**config.mk**
```make
export PLATFORM = sky130hd
export DESIGN_NAME = ssrc_top
export DESIGN_NICKNAME = d
export VERILOG_FILES = /design/src/core/ssrc_pkg.sv /design/src/core/ssrc_top.sv
export SDC_FILE = /design/constraint.sdc
export NUM_CORES = 1
export LEC_CHECK = 0
export BUFFER_PORTS_ARGS = -buffer_cell sky130_fd_sc_hd__buf_2
export CAP_MARGIN = 0
export CORE_ASPECT_RATIO = 1.25
export CORE_MARGIN = 4
export CORE_UTILIZATION = 35
export DETAILED_ROUTE_END_ITERATION = 10
export PLACE_DENSITY = 0.61
export SYNTH_ARGS = -nofsm -noshare
export SYNTH_HDL_FRONTEND = slang
export SYNTH_SLANG_ARGS = --single-unit
```
**constraint.sdc**
```tcl
create_clock -name clk_sys -period 4.8 [get_ports clk_sys]
set_clock_uncertainty 0.05 [all_clocks]
set_input_delay 1.44 -clock clk_sys [delete_from_list [all_inputs] [get_ports clk_sys]]
set_output_delay 1.44 -clock clk_sys [all_outputs]
set_load 0.05 [all_outputs]
```
**src/core/ssrc_pkg.sv**
```systemverilog
// Package for the synchronous serial receive controller.
// Assumes a single 100 MHz system clock and an AHB-Lite register port.
package ssrc_pkg;
  localparam logic [7:0] OFF_CMD = 8'h00;
  localparam logic [7:0] OFF_CLKDIV = 8'h04;
  localparam logic [7:0] OFF_RXCLK = 8'h10;
  localparam logic [7:0] OFF_RXFRM = 8'h14;
  localparam logic [7:0] OFF_STAT = 8'h40;
  localparam logic [7:0] OFF_RXDATA = 8'h20;
  localparam logic [7:0] OFF_RXSYNC = 8'h30;
  localparam logic [7:0] OFF_CMP0 = 8'h38;
  localparam logic [7:0] OFF_CMP1 = 8'h3c;
  localparam logic [7:0] OFF_TXCLK = 8'h18;
  // Command bits
  localparam int CMD_RX_ON = 0;
  localparam int CMD_RX_OFF = 1;
  localparam int CMD_TX_ON = 8;
  localparam int CMD_TX_OFF = 9;
  localparam int CMD_SOFT_RST = 15;
  // Receive clocking fields
  localparam int RC_CKS = 0;
  localparam int RC_CKO = 2;
  localparam int RC_CKI = 5;
  localparam int RC_CKG = 6;
  localparam int RC_START = 8;
  localparam int RC_STOP = 12;
  localparam int RC_DLY = 16;
  localparam int RC_PER = 24;
  // Receive framing fields
  localparam int RF_LEN = 0;
  localparam int RF_LOOP = 5;
  localparam int RF_HIGH_BIT_FIRST = 7;
  localparam int RF_NB = 8;
  localparam int RF_SYNC_LENGTH = 16;
  localparam int RF_SYNC_OUTPUT_SHAPE = 20;
  localparam int RF_EDGE = 24;
  // Status bits
  localparam int ST_RXRDY = 1;
  localparam int ST_RX_SYNC_EDGE_FLAG = 11;
  localparam int ST_TRANSMIT_ON_CMD = 16;
  localparam int ST_RECEIVE_ON_CMD = 17;
  localparam logic [31:0] RST_VAL = 32'h0000_0000;
  localparam logic [11:0] DIV_MAX = 12'hfff;
  localparam logic [31:0] CMP_MASK_MAX = 32'h0000_ffff;
  typedef enum logic [1:0] {SSRC_IDLE, SSRC_DELAY, SSRC_SYNC, SSRC_DATA} ssrc_phase_type;
endpackage

```
**src/core/ssrc_top.sv**
```systemverilog
// Receive clocking, framing and command logic of a synchronous serial port.
// Assumes AHB-Lite single word transfers and pins synchronous to clk_sys.
// Summary of operation
// - Enable command turns direction on unless its disable bit is set too.
// - Disable command turns transmit off at once, receive off after the current word completes.
// - Software reset command beats every other bit in the same write.
// - Divider zero stops; else bit clock equals clock over twice divider.
// - Receive clock source: divided, transmit clock, or receive clock pin.
// - Receive clock pin: input, continuous output, or output during transfer.
// - Inversion swaps sampling and sync-drive edges; pin clock never inverted.
// - Gating: none, only while sync pin low, or only while high.
// - Start mode zero begins on enable and restarts after each transfer.
// - Start codes: transmit start, levels, edges, any change, compare zero.
// - Compare start: stop bit clear waits again, set runs until compare one.
// - Nonzero start delay inserts that many bit clocks before first bit.
// - Nonzero period makes sync pulse every two times period plus two clocks.
// - Words hold length plus one bits; length zero never programmed.
// - DMA size: byte up to 7, half-word to 15, word above.
// - High-bit-first places first sampled bit at the top of the word.
// - Each start receives word count plus one words.
// - Sync length sets sync bits sampled and compare width.
// - Generated sync pulse lasts sync length plus one bit clocks.
// - Sync output shape: input, pulses, levels during transfer, or toggle.
// - Sync edge flag follows rising or falling edge per edge select.
// - Compare zero checks latest bits every sample, at most sixteen wide.
//
// Added by the designer: the placing of the registers and the AHB-Lite interface to the registers.
`timescale 1ns/1ps
module ssrc_top (
  input wire logic clk_sys,
  input wire logic rst_n,
  input wire logic hsel,
  input wire logic [7:0] haddr,
  input wire logic [1:0] htrans,
  input wire logic hwrite,
  input wire logic [2:0] hsize,
  input wire logic [31:0] hwdata,
  input wire logic hready,
  output logic [31:0] hrdata,
  output logic hreadyout,
  output logic hresp,
  input wire logic rx_clock_pin_i,
  output logic rx_clock_pin_o,
  output logic rx_clock_pin_oe,
  input wire logic rx_sync_pin_i,
  output logic rx_sync_pin_o,
  output logic rx_sync_pin_oe,
  input wire logic rx_data_pin,
  input wire logic tx_clock_pin,
  input wire logic tx_sync_pin,
  input wire logic tx_data_pin,
  input wire logic tx_start,
  output logic tx_enabled,
  output logic [1:0] dma_size,
  output logic rx_word_valid
);
  typedef struct packed {
    logic wr_pend;
    logic rd_pend;
    logic [7:0] addr;
    logic [31:0] rdata;
    logic [11:0] div;
    logic [31:0] rcm;
    logic [31:0] rfm;
    logic [31:0] cmp0;
    logic [31:0] cmp1;
    logic rx_en;
    logic rx_off_pend;
    logic tx_en;
    logic [11:0] div_cnt;
    logic div_clk;
    logic rclk_prev;
    logic rf_prev;
    logic rf_smp;
    logic rf_live;
    logic fs_prev;
    logic [7:0] dly_cnt;
    logic [5:0] bit_cnt;
    logic [3:0] word_cnt;
    logic [31:0] shift;
    logic [31:0] data;
    logic [15:0] sync;
    logic [15:0] hist;
    logic [8:0] per_cnt;
    logic [4:0] fs_cnt;
    logic fs_out;
    logic fs_tog;
    logic armed;
    logic valid;
    logic rxrdy;
    logic syn_flag;
    ssrc_pkg::ssrc_phase_type phase;
  } ssrc_state_type;

  ssrc_state_type s_q, s_d;

  logic acc_ok, wr_cmd, soft_rst;
  logic [31:0] wr_val;
  logic [1:0] rx_clock_source, rx_clock_output_mode, rx_clock_gating;
  logic rx_clock_invert, stop_b, loop_b, high_bit_first, edge_sel;
  logic [3:0] start_sel, dnb, sync_length;
  logic [4:0] dlen;
  logic [2:0] sync_output_shape;
  logic [7:0] start_delay;
  logic [7:0] period;
  logic rclk_src, rf_in, rd_in, rclk_gated, smp_edge, drv_edge;
  logic start_evt, cmp0_hit, cmp1_hit, in_xfer;
  logic [15:0] cmp_mask;

  assign rx_clock_source = s_q.rcm[ssrc_pkg::RC_CKS +: 2];
  assign rx_clock_output_mode = s_q.rcm[ssrc_pkg::RC_CKO +: 2];
  assign rx_clock_invert = s_q.rcm[ssrc_pkg::RC_CKI];
  assign rx_clock_gating = s_q.rcm[ssrc_pkg::RC_CKG +: 2];
  assign start_sel = s_q.rcm[ssrc_pkg::RC_START +: 4];
  assign stop_b = s_q.rcm[ssrc_pkg::RC_STOP];
  assign start_delay = s_q.rcm[ssrc_pkg::RC_DLY +: 8];
  assign period = s_q.rcm[ssrc_pkg::RC_PER +: 8];
  assign dlen = s_q.rfm[ssrc_pkg::RF_LEN +: 5];
  assign loop_b = s_q.rfm[ssrc_pkg::RF_LOOP];
  assign high_bit_first = s_q.rfm[ssrc_pkg::RF_HIGH_BIT_FIRST];
  assign dnb = s_q.rfm[ssrc_pkg::RF_NB +: 4];
  assign sync_length = s_q.rfm[ssrc_pkg::RF_SYNC_LENGTH +: 4];
  assign sync_output_shape = s_q.rfm[ssrc_pkg::RF_SYNC_OUTPUT_SHAPE +: 3];
  assign edge_sel = s_q.rfm[ssrc_pkg::RF_EDGE];

  assign acc_ok = hsel && hready && htrans[1];
  assign wr_val = hwdata;
  assign wr_cmd = s_q.wr_pend && s_q.addr == ssrc_pkg::OFF_CMD;
  assign soft_rst = wr_cmd && wr_val[ssrc_pkg::CMD_SOFT_RST];
  assign in_xfer = s_q.phase != ssrc_pkg::SSRC_IDLE;

  // Source, loop-back and gating of the receive clock
  always_comb begin
    case (rx_clock_source)
      2'h0: rclk_src = s_q.div_clk;
      2'h1: rclk_src = tx_clock_pin;
      2'h2: rclk_src = rx_clock_pin_i;
      default: rclk_src = 1'b0;
    endcase
    if (loop_b) begin
      rclk_src = tx_clock_pin;
    end
    rf_in = loop_b ? tx_sync_pin : rx_sync_pin_i;
    rd_in = loop_b ? tx_data_pin : rx_data_pin;
    case (rx_clock_gating)
      2'h1: rclk_gated = rclk_src && !rf_in;
      2'h2: rclk_gated = rclk_src && rf_in;
      default: rclk_gated = rclk_src;
    endcase
  end

  // Sample on falling edge unless inverted; drive sync on the other edge
  assign smp_edge = rx_clock_invert ? (rclk_gated && !s_q.rclk_prev) : (!rclk_gated && s_q.rclk_prev);
  assign drv_edge = rx_clock_invert ? (!rclk_gated && s_q.rclk_prev) : (rclk_gated && !s_q.rclk_prev);

  assign cmp_mask = (sync_length == 4'hf) ? 16'hffff : ((16'h1 << (sync_length + 4'h1)) - 16'h1);
  assign cmp0_hit = ((s_q.hist ^ s_q.cmp0[15:0]) & cmp_mask) == 16'h0;
  assign cmp1_hit = ((s_q.hist ^ s_q.cmp1[15:0]) & cmp_mask) == 16'h0;

  always_comb begin
    case (start_sel)
      4'h0: start_evt = 1'b1;
      4'h1: start_evt = tx_start;
      4'h2: start_evt = !rf_in;
      4'h3: start_evt = rf_in;
      4'h4: start_evt = !rf_in && s_q.rf_smp;
      4'h5: start_evt = rf_in && !s_q.rf_smp;
      4'h6, 4'h7: start_evt = rf_in != s_q.rf_smp;
      4'h8: start_evt = cmp0_hit || s_q.armed;
      default: start_evt = 1'b0;
    endcase
  end

  always_comb begin
    s_d = s_q;
    s_d.valid = 1'b0;
    s_d.rclk_prev = rclk_gated;
    s_d.rf_prev = rf_in;
    s_d.rf_live = 1'b1;
    // Bus address phase capture
    s_d.wr_pend = acc_ok && hwrite;
    s_d.rd_pend = acc_ok && !hwrite;
    if (acc_ok) begin
      s_d.addr = haddr;
    end
    if (acc_ok && !hwrite) begin
      case (haddr)
        ssrc_pkg::OFF_CLKDIV: s_d.rdata = {20'h0, s_q.div};
        ssrc_pkg::OFF_RXCLK: s_d.rdata = s_q.rcm;
        ssrc_pkg::OFF_RXFRM: s_d.rdata = s_q.rfm;
        ssrc_pkg::OFF_RXDATA: s_d.rdata = s_q.data;
        ssrc_pkg::OFF_RXSYNC: s_d.rdata = {16'h0, s_q.sync};
        ssrc_pkg::OFF_CMP0: s_d.rdata = s_q.cmp0;
        ssrc_pkg::OFF_CMP1: s_d.rdata = s_q.cmp1;
        ssrc_pkg::OFF_STAT: s_d.rdata = ({31'h0, s_q.rxrdy} << ssrc_pkg::ST_RXRDY)
          | ({31'h0, s_q.syn_flag} << ssrc_pkg::ST_RX_SYNC_EDGE_FLAG)
          | ({31'h0, s_q.tx_en} << ssrc_pkg::ST_TRANSMIT_ON_CMD)
          | ({31'h0, s_q.rx_en} << ssrc_pkg::ST_RECEIVE_ON_CMD);
        default: s_d.rdata = 32'h0;
      endcase
    end
    if (s_q.rd_pend && s_q.addr == ssrc_pkg::OFF_RXDATA) begin
      s_d.rxrdy = 1'b0;
    end
    if (s_q.rd_pend && s_q.addr == ssrc_pkg::OFF_STAT) begin
      s_d.syn_flag = 1'b0;
    end
    if (s_q.wr_pend) begin
      case (s_q.addr)
        ssrc_pkg::OFF_CLKDIV: s_d.div = wr_val[11:0];
        ssrc_pkg::OFF_RXCLK: s_d.rcm = wr_val;
        ssrc_pkg::OFF_RXFRM: s_d.rfm = wr_val;
        ssrc_pkg::OFF_CMP0: begin
          s_d.cmp0 = wr_val;
          s_d.armed = 1'b0;
        end
        ssrc_pkg::OFF_CMP1: s_d.cmp1 = wr_val;
        default: s_d = s_d;
      endcase
    end
    if (wr_cmd) begin
      if (wr_val[ssrc_pkg::CMD_TX_OFF]) begin
        s_d.tx_en = 1'b0;
      end else if (wr_val[ssrc_pkg::CMD_TX_ON]) begin
        s_d.tx_en = 1'b1;
      end
      if (wr_val[ssrc_pkg::CMD_RX_OFF]) begin
        s_d.rx_off_pend = 1'b1;
      end else if (wr_val[ssrc_pkg::CMD_RX_ON]) begin
        s_d.rx_en = 1'b1;
        s_d.rx_off_pend = 1'b0;
      end
    end
    // Bit clock divider
    if (s_q.div == 12'h0) begin
      s_d.div_cnt = 12'h0;
      s_d.div_clk = 1'b0;
    end else if (s_q.div_cnt >= s_q.div - 12'h1) begin
      s_d.div_cnt = 12'h0;
      s_d.div_clk = !s_q.div_clk;
    end else begin
      s_d.div_cnt = s_q.div_cnt + 12'h1;
    end
    if (s_q.rx_off_pend && s_q.phase != ssrc_pkg::SSRC_DATA) begin
      s_d.rx_en = 1'b0;
      s_d.rx_off_pend = 1'b0;
    end
    // Sync edge flag; a new edge wins over the read clear
    if (s_q.rf_live
        && (edge_sel ? (s_q.rf_prev && !rf_in) : (!s_q.rf_prev && rf_in))) begin
      s_d.syn_flag = 1'b1;
    end
    if (smp_edge) begin
      s_d.hist = {s_q.hist[14:0], rd_in};
      s_d.rf_smp = rf_in;
    end
    if (drv_edge) begin
      if (period != 8'h0) begin
        if ({1'b0, s_q.per_cnt} >= {period, 1'b1}) begin
          s_d.per_cnt = 9'h0;
          s_d.fs_cnt = 5'({1'b0, sync_length} + 5'h1);
          s_d.fs_tog = !s_q.fs_tog;
        end else begin
          s_d.per_cnt = s_q.per_cnt + 9'h1;
        end
      end else begin
        s_d.per_cnt = 9'h0;
      end
      if (s_q.fs_cnt != 5'h0 && !(period != 8'h0 && s_d.per_cnt == 9'h0)) begin
        s_d.fs_cnt = s_q.fs_cnt - 5'h1;
      end
    end
    case (sync_output_shape)
      3'h1: s_d.fs_out = !(s_d.fs_cnt != 5'h0);
      3'h2: s_d.fs_out = s_d.fs_cnt != 5'h0;
      3'h3: s_d.fs_out = !in_xfer;
      3'h4: s_d.fs_out = in_xfer;
      3'h5: s_d.fs_out = s_d.fs_tog;
      default: s_d.fs_out = 1'b0;
    endcase
    case (s_q.phase)
      ssrc_pkg::SSRC_IDLE: begin
        if (s_q.rx_en && !s_q.rx_off_pend && start_evt && smp_edge) begin
          if (start_sel == 4'h8) begin
            s_d.armed = stop_b;
          end
          s_d.word_cnt = 4'h0;
          s_d.bit_cnt = (start_delay == 8'h1) ? 6'h0 : 6'h1;
          s_d.dly_cnt = start_delay - 8'h1;
          s_d.sync = {15'h0, rd_in};
          s_d.phase = (start_delay > 8'h1) ? ssrc_pkg::SSRC_DELAY : ssrc_pkg::SSRC_DATA;
          if (start_delay == 8'h0) begin
            s_d.sync = 16'h0;
            s_d.shift = high_bit_first ? {s_q.shift[30:0], rd_in} : {rd_in, s_q.shift[31:1]};
          end
        end
      end
      ssrc_pkg::SSRC_DELAY: begin
        if (smp_edge) begin
          if (s_q.bit_cnt <= {2'h0, sync_length}) begin
            s_d.sync = {s_q.sync[14:0], rd_in};
            s_d.bit_cnt = s_q.bit_cnt + 6'h1;
          end
          s_d.dly_cnt = s_q.dly_cnt - 8'h1;
          if (s_q.dly_cnt == 8'h1) begin
            s_d.bit_cnt = 6'h0;
            s_d.phase = ssrc_pkg::SSRC_DATA;
          end
        end
      end
      ssrc_pkg::SSRC_DATA: begin
        if (smp_edge) begin
          if (high_bit_first) begin
            s_d.shift = {s_q.shift[30:0], rd_in};
          end else begin
            s_d.shift = {rd_in, s_q.shift[31:1]};
          end
          s_d.bit_cnt = s_q.bit_cnt + 6'h1;
          if (s_q.bit_cnt == {1'b0, dlen}) begin
            s_d.bit_cnt = 6'h0;
            s_d.data = high_bit_first ? s_d.shift : (s_d.shift >> (5'd31 - dlen));
            s_d.valid = 1'b1;
            s_d.rxrdy = 1'b1;
            s_d.word_cnt = s_q.word_cnt + 4'h1;
            if (s_q.word_cnt == dnb || s_q.rx_off_pend) begin
              s_d.phase = ssrc_pkg::SSRC_IDLE;
              if (start_sel == 4'h8 && stop_b && cmp1_hit) begin
                s_d.armed = 1'b0;
              end
            end
          end
        end
      end
      default: s_d.phase = ssrc_pkg::SSRC_IDLE;
    endcase
    if (start_sel == 4'h8 && stop_b && cmp1_hit && smp_edge) begin
      s_d.armed = 1'b0;
    end
    if (soft_rst) begin
      s_d = '0;
      s_d.phase = ssrc_pkg::SSRC_IDLE;
      s_d.rclk_prev = rclk_gated;
      s_d.rf_prev = rf_in;
    end
  end

  always_ff @(posedge clk_sys or negedge rst_n) begin
    if (!rst_n) begin
      s_q <= '0;
    end else begin
      s_q <= s_d;
    end
  end

  assign hreadyout = 1'b1;
  assign hresp = 1'b0;
  assign hrdata = s_q.rdata;
  assign tx_enabled = s_q.tx_en;
  assign rx_word_valid = s_q.valid;
  assign dma_size = (dlen <= 5'd7) ? 2'h0 : ((dlen <= 5'd15) ? 2'h1 : 2'h2);
  // Output clock is the ungated-by-inversion source
  assign rx_clock_pin_o = (rx_clock_output_mode == 2'h1) ? rclk_src : (rclk_src && in_xfer);
  assign rx_clock_pin_oe = (rx_clock_output_mode == 2'h1) || (rx_clock_output_mode == 2'h2);
  assign rx_sync_pin_o = s_q.fs_out;
  assign rx_sync_pin_oe = (sync_output_shape != 3'h0) && (sync_output_shape <= 3'h5);

  soft_reset_cmd_clear_a: assert property (@(posedge clk_sys) disable iff (!rst_n)
    soft_rst |=> (!s_q.rx_en && !s_q.tx_en && s_q.phase == ssrc_pkg::SSRC_IDLE))
    else $error("Software reset did not clear state");
  enable_cmd_a: assert property (@(posedge clk_sys) disable iff (!rst_n)
    (wr_cmd && !soft_rst && wr_val[ssrc_pkg::CMD_TX_ON] && !wr_val[ssrc_pkg::CMD_TX_OFF])
    |=> s_q.tx_en)
    else $error("Transmit enable not taken");
  disable_cmd_a: assert property (@(posedge clk_sys) disable iff (!rst_n)
    (wr_cmd && !soft_rst && wr_val[ssrc_pkg::CMD_TX_OFF]) |=> !s_q.tx_en)
    else $error("Transmit disable not taken");
  div_idle_a: assert property (@(posedge clk_sys) disable iff (!rst_n)
    (s_q.div == 12'h0) |=> !s_q.div_clk)
    else $error("Divider runs at zero");
  dma_size_a: assert property (@(posedge clk_sys) disable iff (!rst_n)
    (s_q.rfm[4:0] > 5'd15) |-> dma_size == 2'h2)
    else $error("DMA size wrong");
  clk_pin_dir_a: assert property (@(posedge clk_sys) disable iff (!rst_n)
    (rx_clock_output_mode == 2'h0) |-> !rx_clock_pin_oe)
    else $error("Clock pin driven in input mode");
  sync_pin_dir_a: assert property (@(posedge clk_sys) disable iff (!rst_n)
    (sync_output_shape == 3'h0) |-> !rx_sync_pin_oe)
    else $error("Sync pin driven in input mode");
  edge_flag_a: assert property (@(posedge clk_sys) disable iff (!rst_n)
    (!soft_rst && s_q.rf_live && !edge_sel && !s_q.rf_prev && rf_in && !s_q.wr_pend)
    |=> s_q.syn_flag)
    else $error("Rising sync edge missed");
  word_valid_a: assert property (@(posedge clk_sys) disable iff (!rst_n)
    s_q.valid |-> s_q.rxrdy && $past(s_q.phase) == ssrc_pkg::SSRC_DATA)
    else $error("Word completed outside data phase");
endmodule

```
==> metrics <==
outcome finished clean; transition time at the pin with the least slew margin 1.29 ns; max-cap violations 0; Cell Pwr Density 412 nW/µm²; count of mapped cells out of synthesis 2159; Skew-Pair Late Insertion Delay 0.55 ns; worst hold slack 0.426 ns; Crit Path Max Fanout 16; mean instance size in the synthesized netlist 9.39 µm²; min setup slack post-route 0.323 ns; Setup Total Neg Slack 0 ns; Setup crit end kind register; count of warnings emitted by yosys 0; crit share post-route 0.933; synthesized netlist net count 2264; clock period minus final worst setup slack 4.48 ns; achievable clock frequency 223 MHz; top cells by instance count after synthesis dfrtp_1 (338), nand2_1 (238), a21oi_1 (145); Tot GR Track Use 0.207; number of top-level design ports 99; total wire length after detailed routing 66300 µm; max_slew headroom 0.142; sequential-to-total area share from yosys stat 0.417; Via-to-Cell Ratio 5.93; post-route standard cell area excluding fillers 22700 µm²; first-iteration detailed-routing DRC count 1662; Arrival @ worst endpoint 4.83 ns; number of buffers inserted to repair setup after CTS 0; setup repair after global routing missed its margin false; root buf cell clkbuf_16; flip-flop and latch count after synthesis 338; dominant synthesized flop cell dfrtp_1; vias in the first global route 17180; initial cell density of the core 0.354; antenna violations before repair 2; TritonCTS Buffers 36; total number of placement rows 98; post-layout net count 2265; Post-Place Worst Slack 0.351 ns; total number of clock tree sinks 338; WS Path Type reg -> reg; share of Yosys cell area claimed by the top area cell type 0.417; core area 57300 µm²; Resized Gates After CTS 0; cell area after placement 21400 µm²; largest voltage drop on the vdd net 0.219 mV; overflow left after global routing 0; proportion of layout cells with a drive suffix above 1 0.144; width of the die 223 µm; instance count after placement with tap cells included 2872; largest cells by area after synthesis dfrtp_1 (42%), a22o_1 (6.1%), nand2_1 (4.4%); share of synthesized registers carrying an async set or reset 1.00; die height 277 µm; Routability Congestion 0.918; DIE AREA 61800 µm²; Post-route DRC 0; Synth area leader dfrtp_1; total count of max-transition violations in the final report 0; Avg WL per Cell 22.6 µm; launching element type of the critical path register; clock transition at the register clock pins on the worst setup and hold paths after CTS 0.06 ns; data required time of the critical path 5.15 ns; total vias in the final route 17414; antenna viol nets, final 0; number of buffers inserted for hold repair after clock tree synthesis 0; CTS max path bufs 3; number of enable-type register cells in the synthesized netlist 0; synthesized area 20300 µm²; wire length of the first global-routing pass 103000 µm; area growth from synthesis to final layout 11.9%; Min-Delay Path Class reg -> reg; Yosys cell types 91; Static Leakage 0.00997 µW; total number of H-tree levels 2; final number of setup-violating endpoints 0; TritonRoute pass-1 iters 5; Final Instance Count excl. Fillers 2938; count of input and output buffers 92; number of diodes added for antenna fixing 0; CTS tree done; maximum number of pins on one net before global-route repair 101; most frequent cell after synthesis dfrtp_1; Post-DP HPWL 48000 µm; number of endpoints with negative hold slack in the final report 0
## cells by family (layout without fill, tap and decap cells)
group                    after synthesis  after routing  share of synthesized area
AO/OA/AOI/OAI                        705            705                      0.242
AND/OR/NAND/NOR                      585            585                      0.136
flip-flops                           338            338                      0.417
buffers and inverters                278            307                     0.0608
multiplexers                         126            126                     0.0798
XOR/XNOR                              77             77                     0.0333
adder cells (fa/ha/maj)               48             48                     0.0296
other                                  2              2                   0.000371
## per-layer routing
metal,up-vias,part of all wire,track usage
li1,7939,-,-
met5,-,0.00039,0
met1,8753,0.42,0.271
met4,4,0.037,0.0718
met2,598,0.50,0.356
met3,120,0.049,0.0226
## through the flow
step,power [µW],util
after floorplan,5540,-
after global placement,6250,0.374
after detailed placement,6330,0.374
after CTS,9370,0.396
after global routing,9880,0.396
final,9330,0.396
## final cells by class
type                            instances  area [µm²]
Clock buffer                           54        1100
Timing Repair Buffer                  163        1050
Inverter                               78         293
Sequential cell                       338        8460
Tap cell                              750         938
Multi-Input combinational cell       1543       10600
Fill cell                            5539       34600
Clock inverter                         12         181
## cell usage in the layout, fill, tap and decap left out, types with 18 or more instances in the layout
| master | count |
|---|---|
| nand3_1 | 61 |
| o211ai_1 | 18 |
| buf_4 | 67 |
| mux2i_1 | 70 |
| mux2_2 | 30 |
| inv_1 | 78 |
| and3_1 | 18 |
| a211oi_1 | 35 |
| o21ai_0 | 133 |
| a22o_1 | 140 |
| nor3_1 | 23 |
| xor2_1 | 33 |
| nor2_1 | 117 |
| buf_2 | 91 |
| mux4_2 | 23 |
| a21oi_1 | 145 |
| a22oi_1 | 69 |
| ha_1 | 48 |
| xnor2_1 | 44 |
| dfrtp_1 | 336 |
| nand2_1 | 238 |
| clkbuf_16 | 38 |
| a31oi_1 | 26 |
| a21o_1 | 23 |
| nor2b_1 | 19 |
| a222oi_1 | 20 |
## critical path, cell delays in order, from the launching register on
cell       delay [ns]
dfrtp_1          0.46
ha_1             0.28
buf_4            0.19
a221o_1          0.43
nand2_1          0.11
ha_1             0.22
nor2b_1          0.06
a221oi_1         0.21
a31oi_1          0.13
a211oi_1         0.43
nand2b_1         0.16
o2111ai_1        0.24
nor3_4           0.44
o221ai_2         0.29
a21o_4           0.38
a22o_1           0.24
## report_power, final
part           internal (µW)  leakage [µW]  switching (µW)  total (µW)
logic                   1160       0.00494            1440        2600
clock network           1810      0.000629            1210        3020
registers               3210       0.00440             502        3720
total                   6190       0.00997            3140        9330
## worst paths after layout
check / startpoint / endpoint / slack [ns] / depth (start not counted)
worst max register to register: s_q[238] / s_q[49] / 0.32 / 15
min in group asynchronous: rst_n / s_q[292] / 0.90 / 1
worst max-delay path: s_q[238] / s_q[49] / 0.32 / 15
worst min register to register: hrdata[12] / hrdata[12] / 0.43 / 1
worst min-delay path: hrdata[12] / hrdata[12] / 0.43 / 1
max in group asynchronous: rst_n / s_q[218] / 2.77 / 2
## sequential cells by signal (all words and copies together) (netlist names)
| name | flops |
|---|---|
| hrdata | 32 |
| tx_enabled | 1 |
| dlen | 5 |
| s_q | 276 |
| rx_word_valid | 1 |
| rx_sync_pin_o | 1 |
| rx_clock_source | 2 |
| rx_clock_output_mode | 2 |
| loop_b | 1 |
| edge_sel | 1 |
| period | 8 |
| rx_clock_gating | 2 |
| rx_clock_invert | 1 |
| high_bit_first | 1 |
| dnb | 4 |
Power figures use the tool's default switching activity.
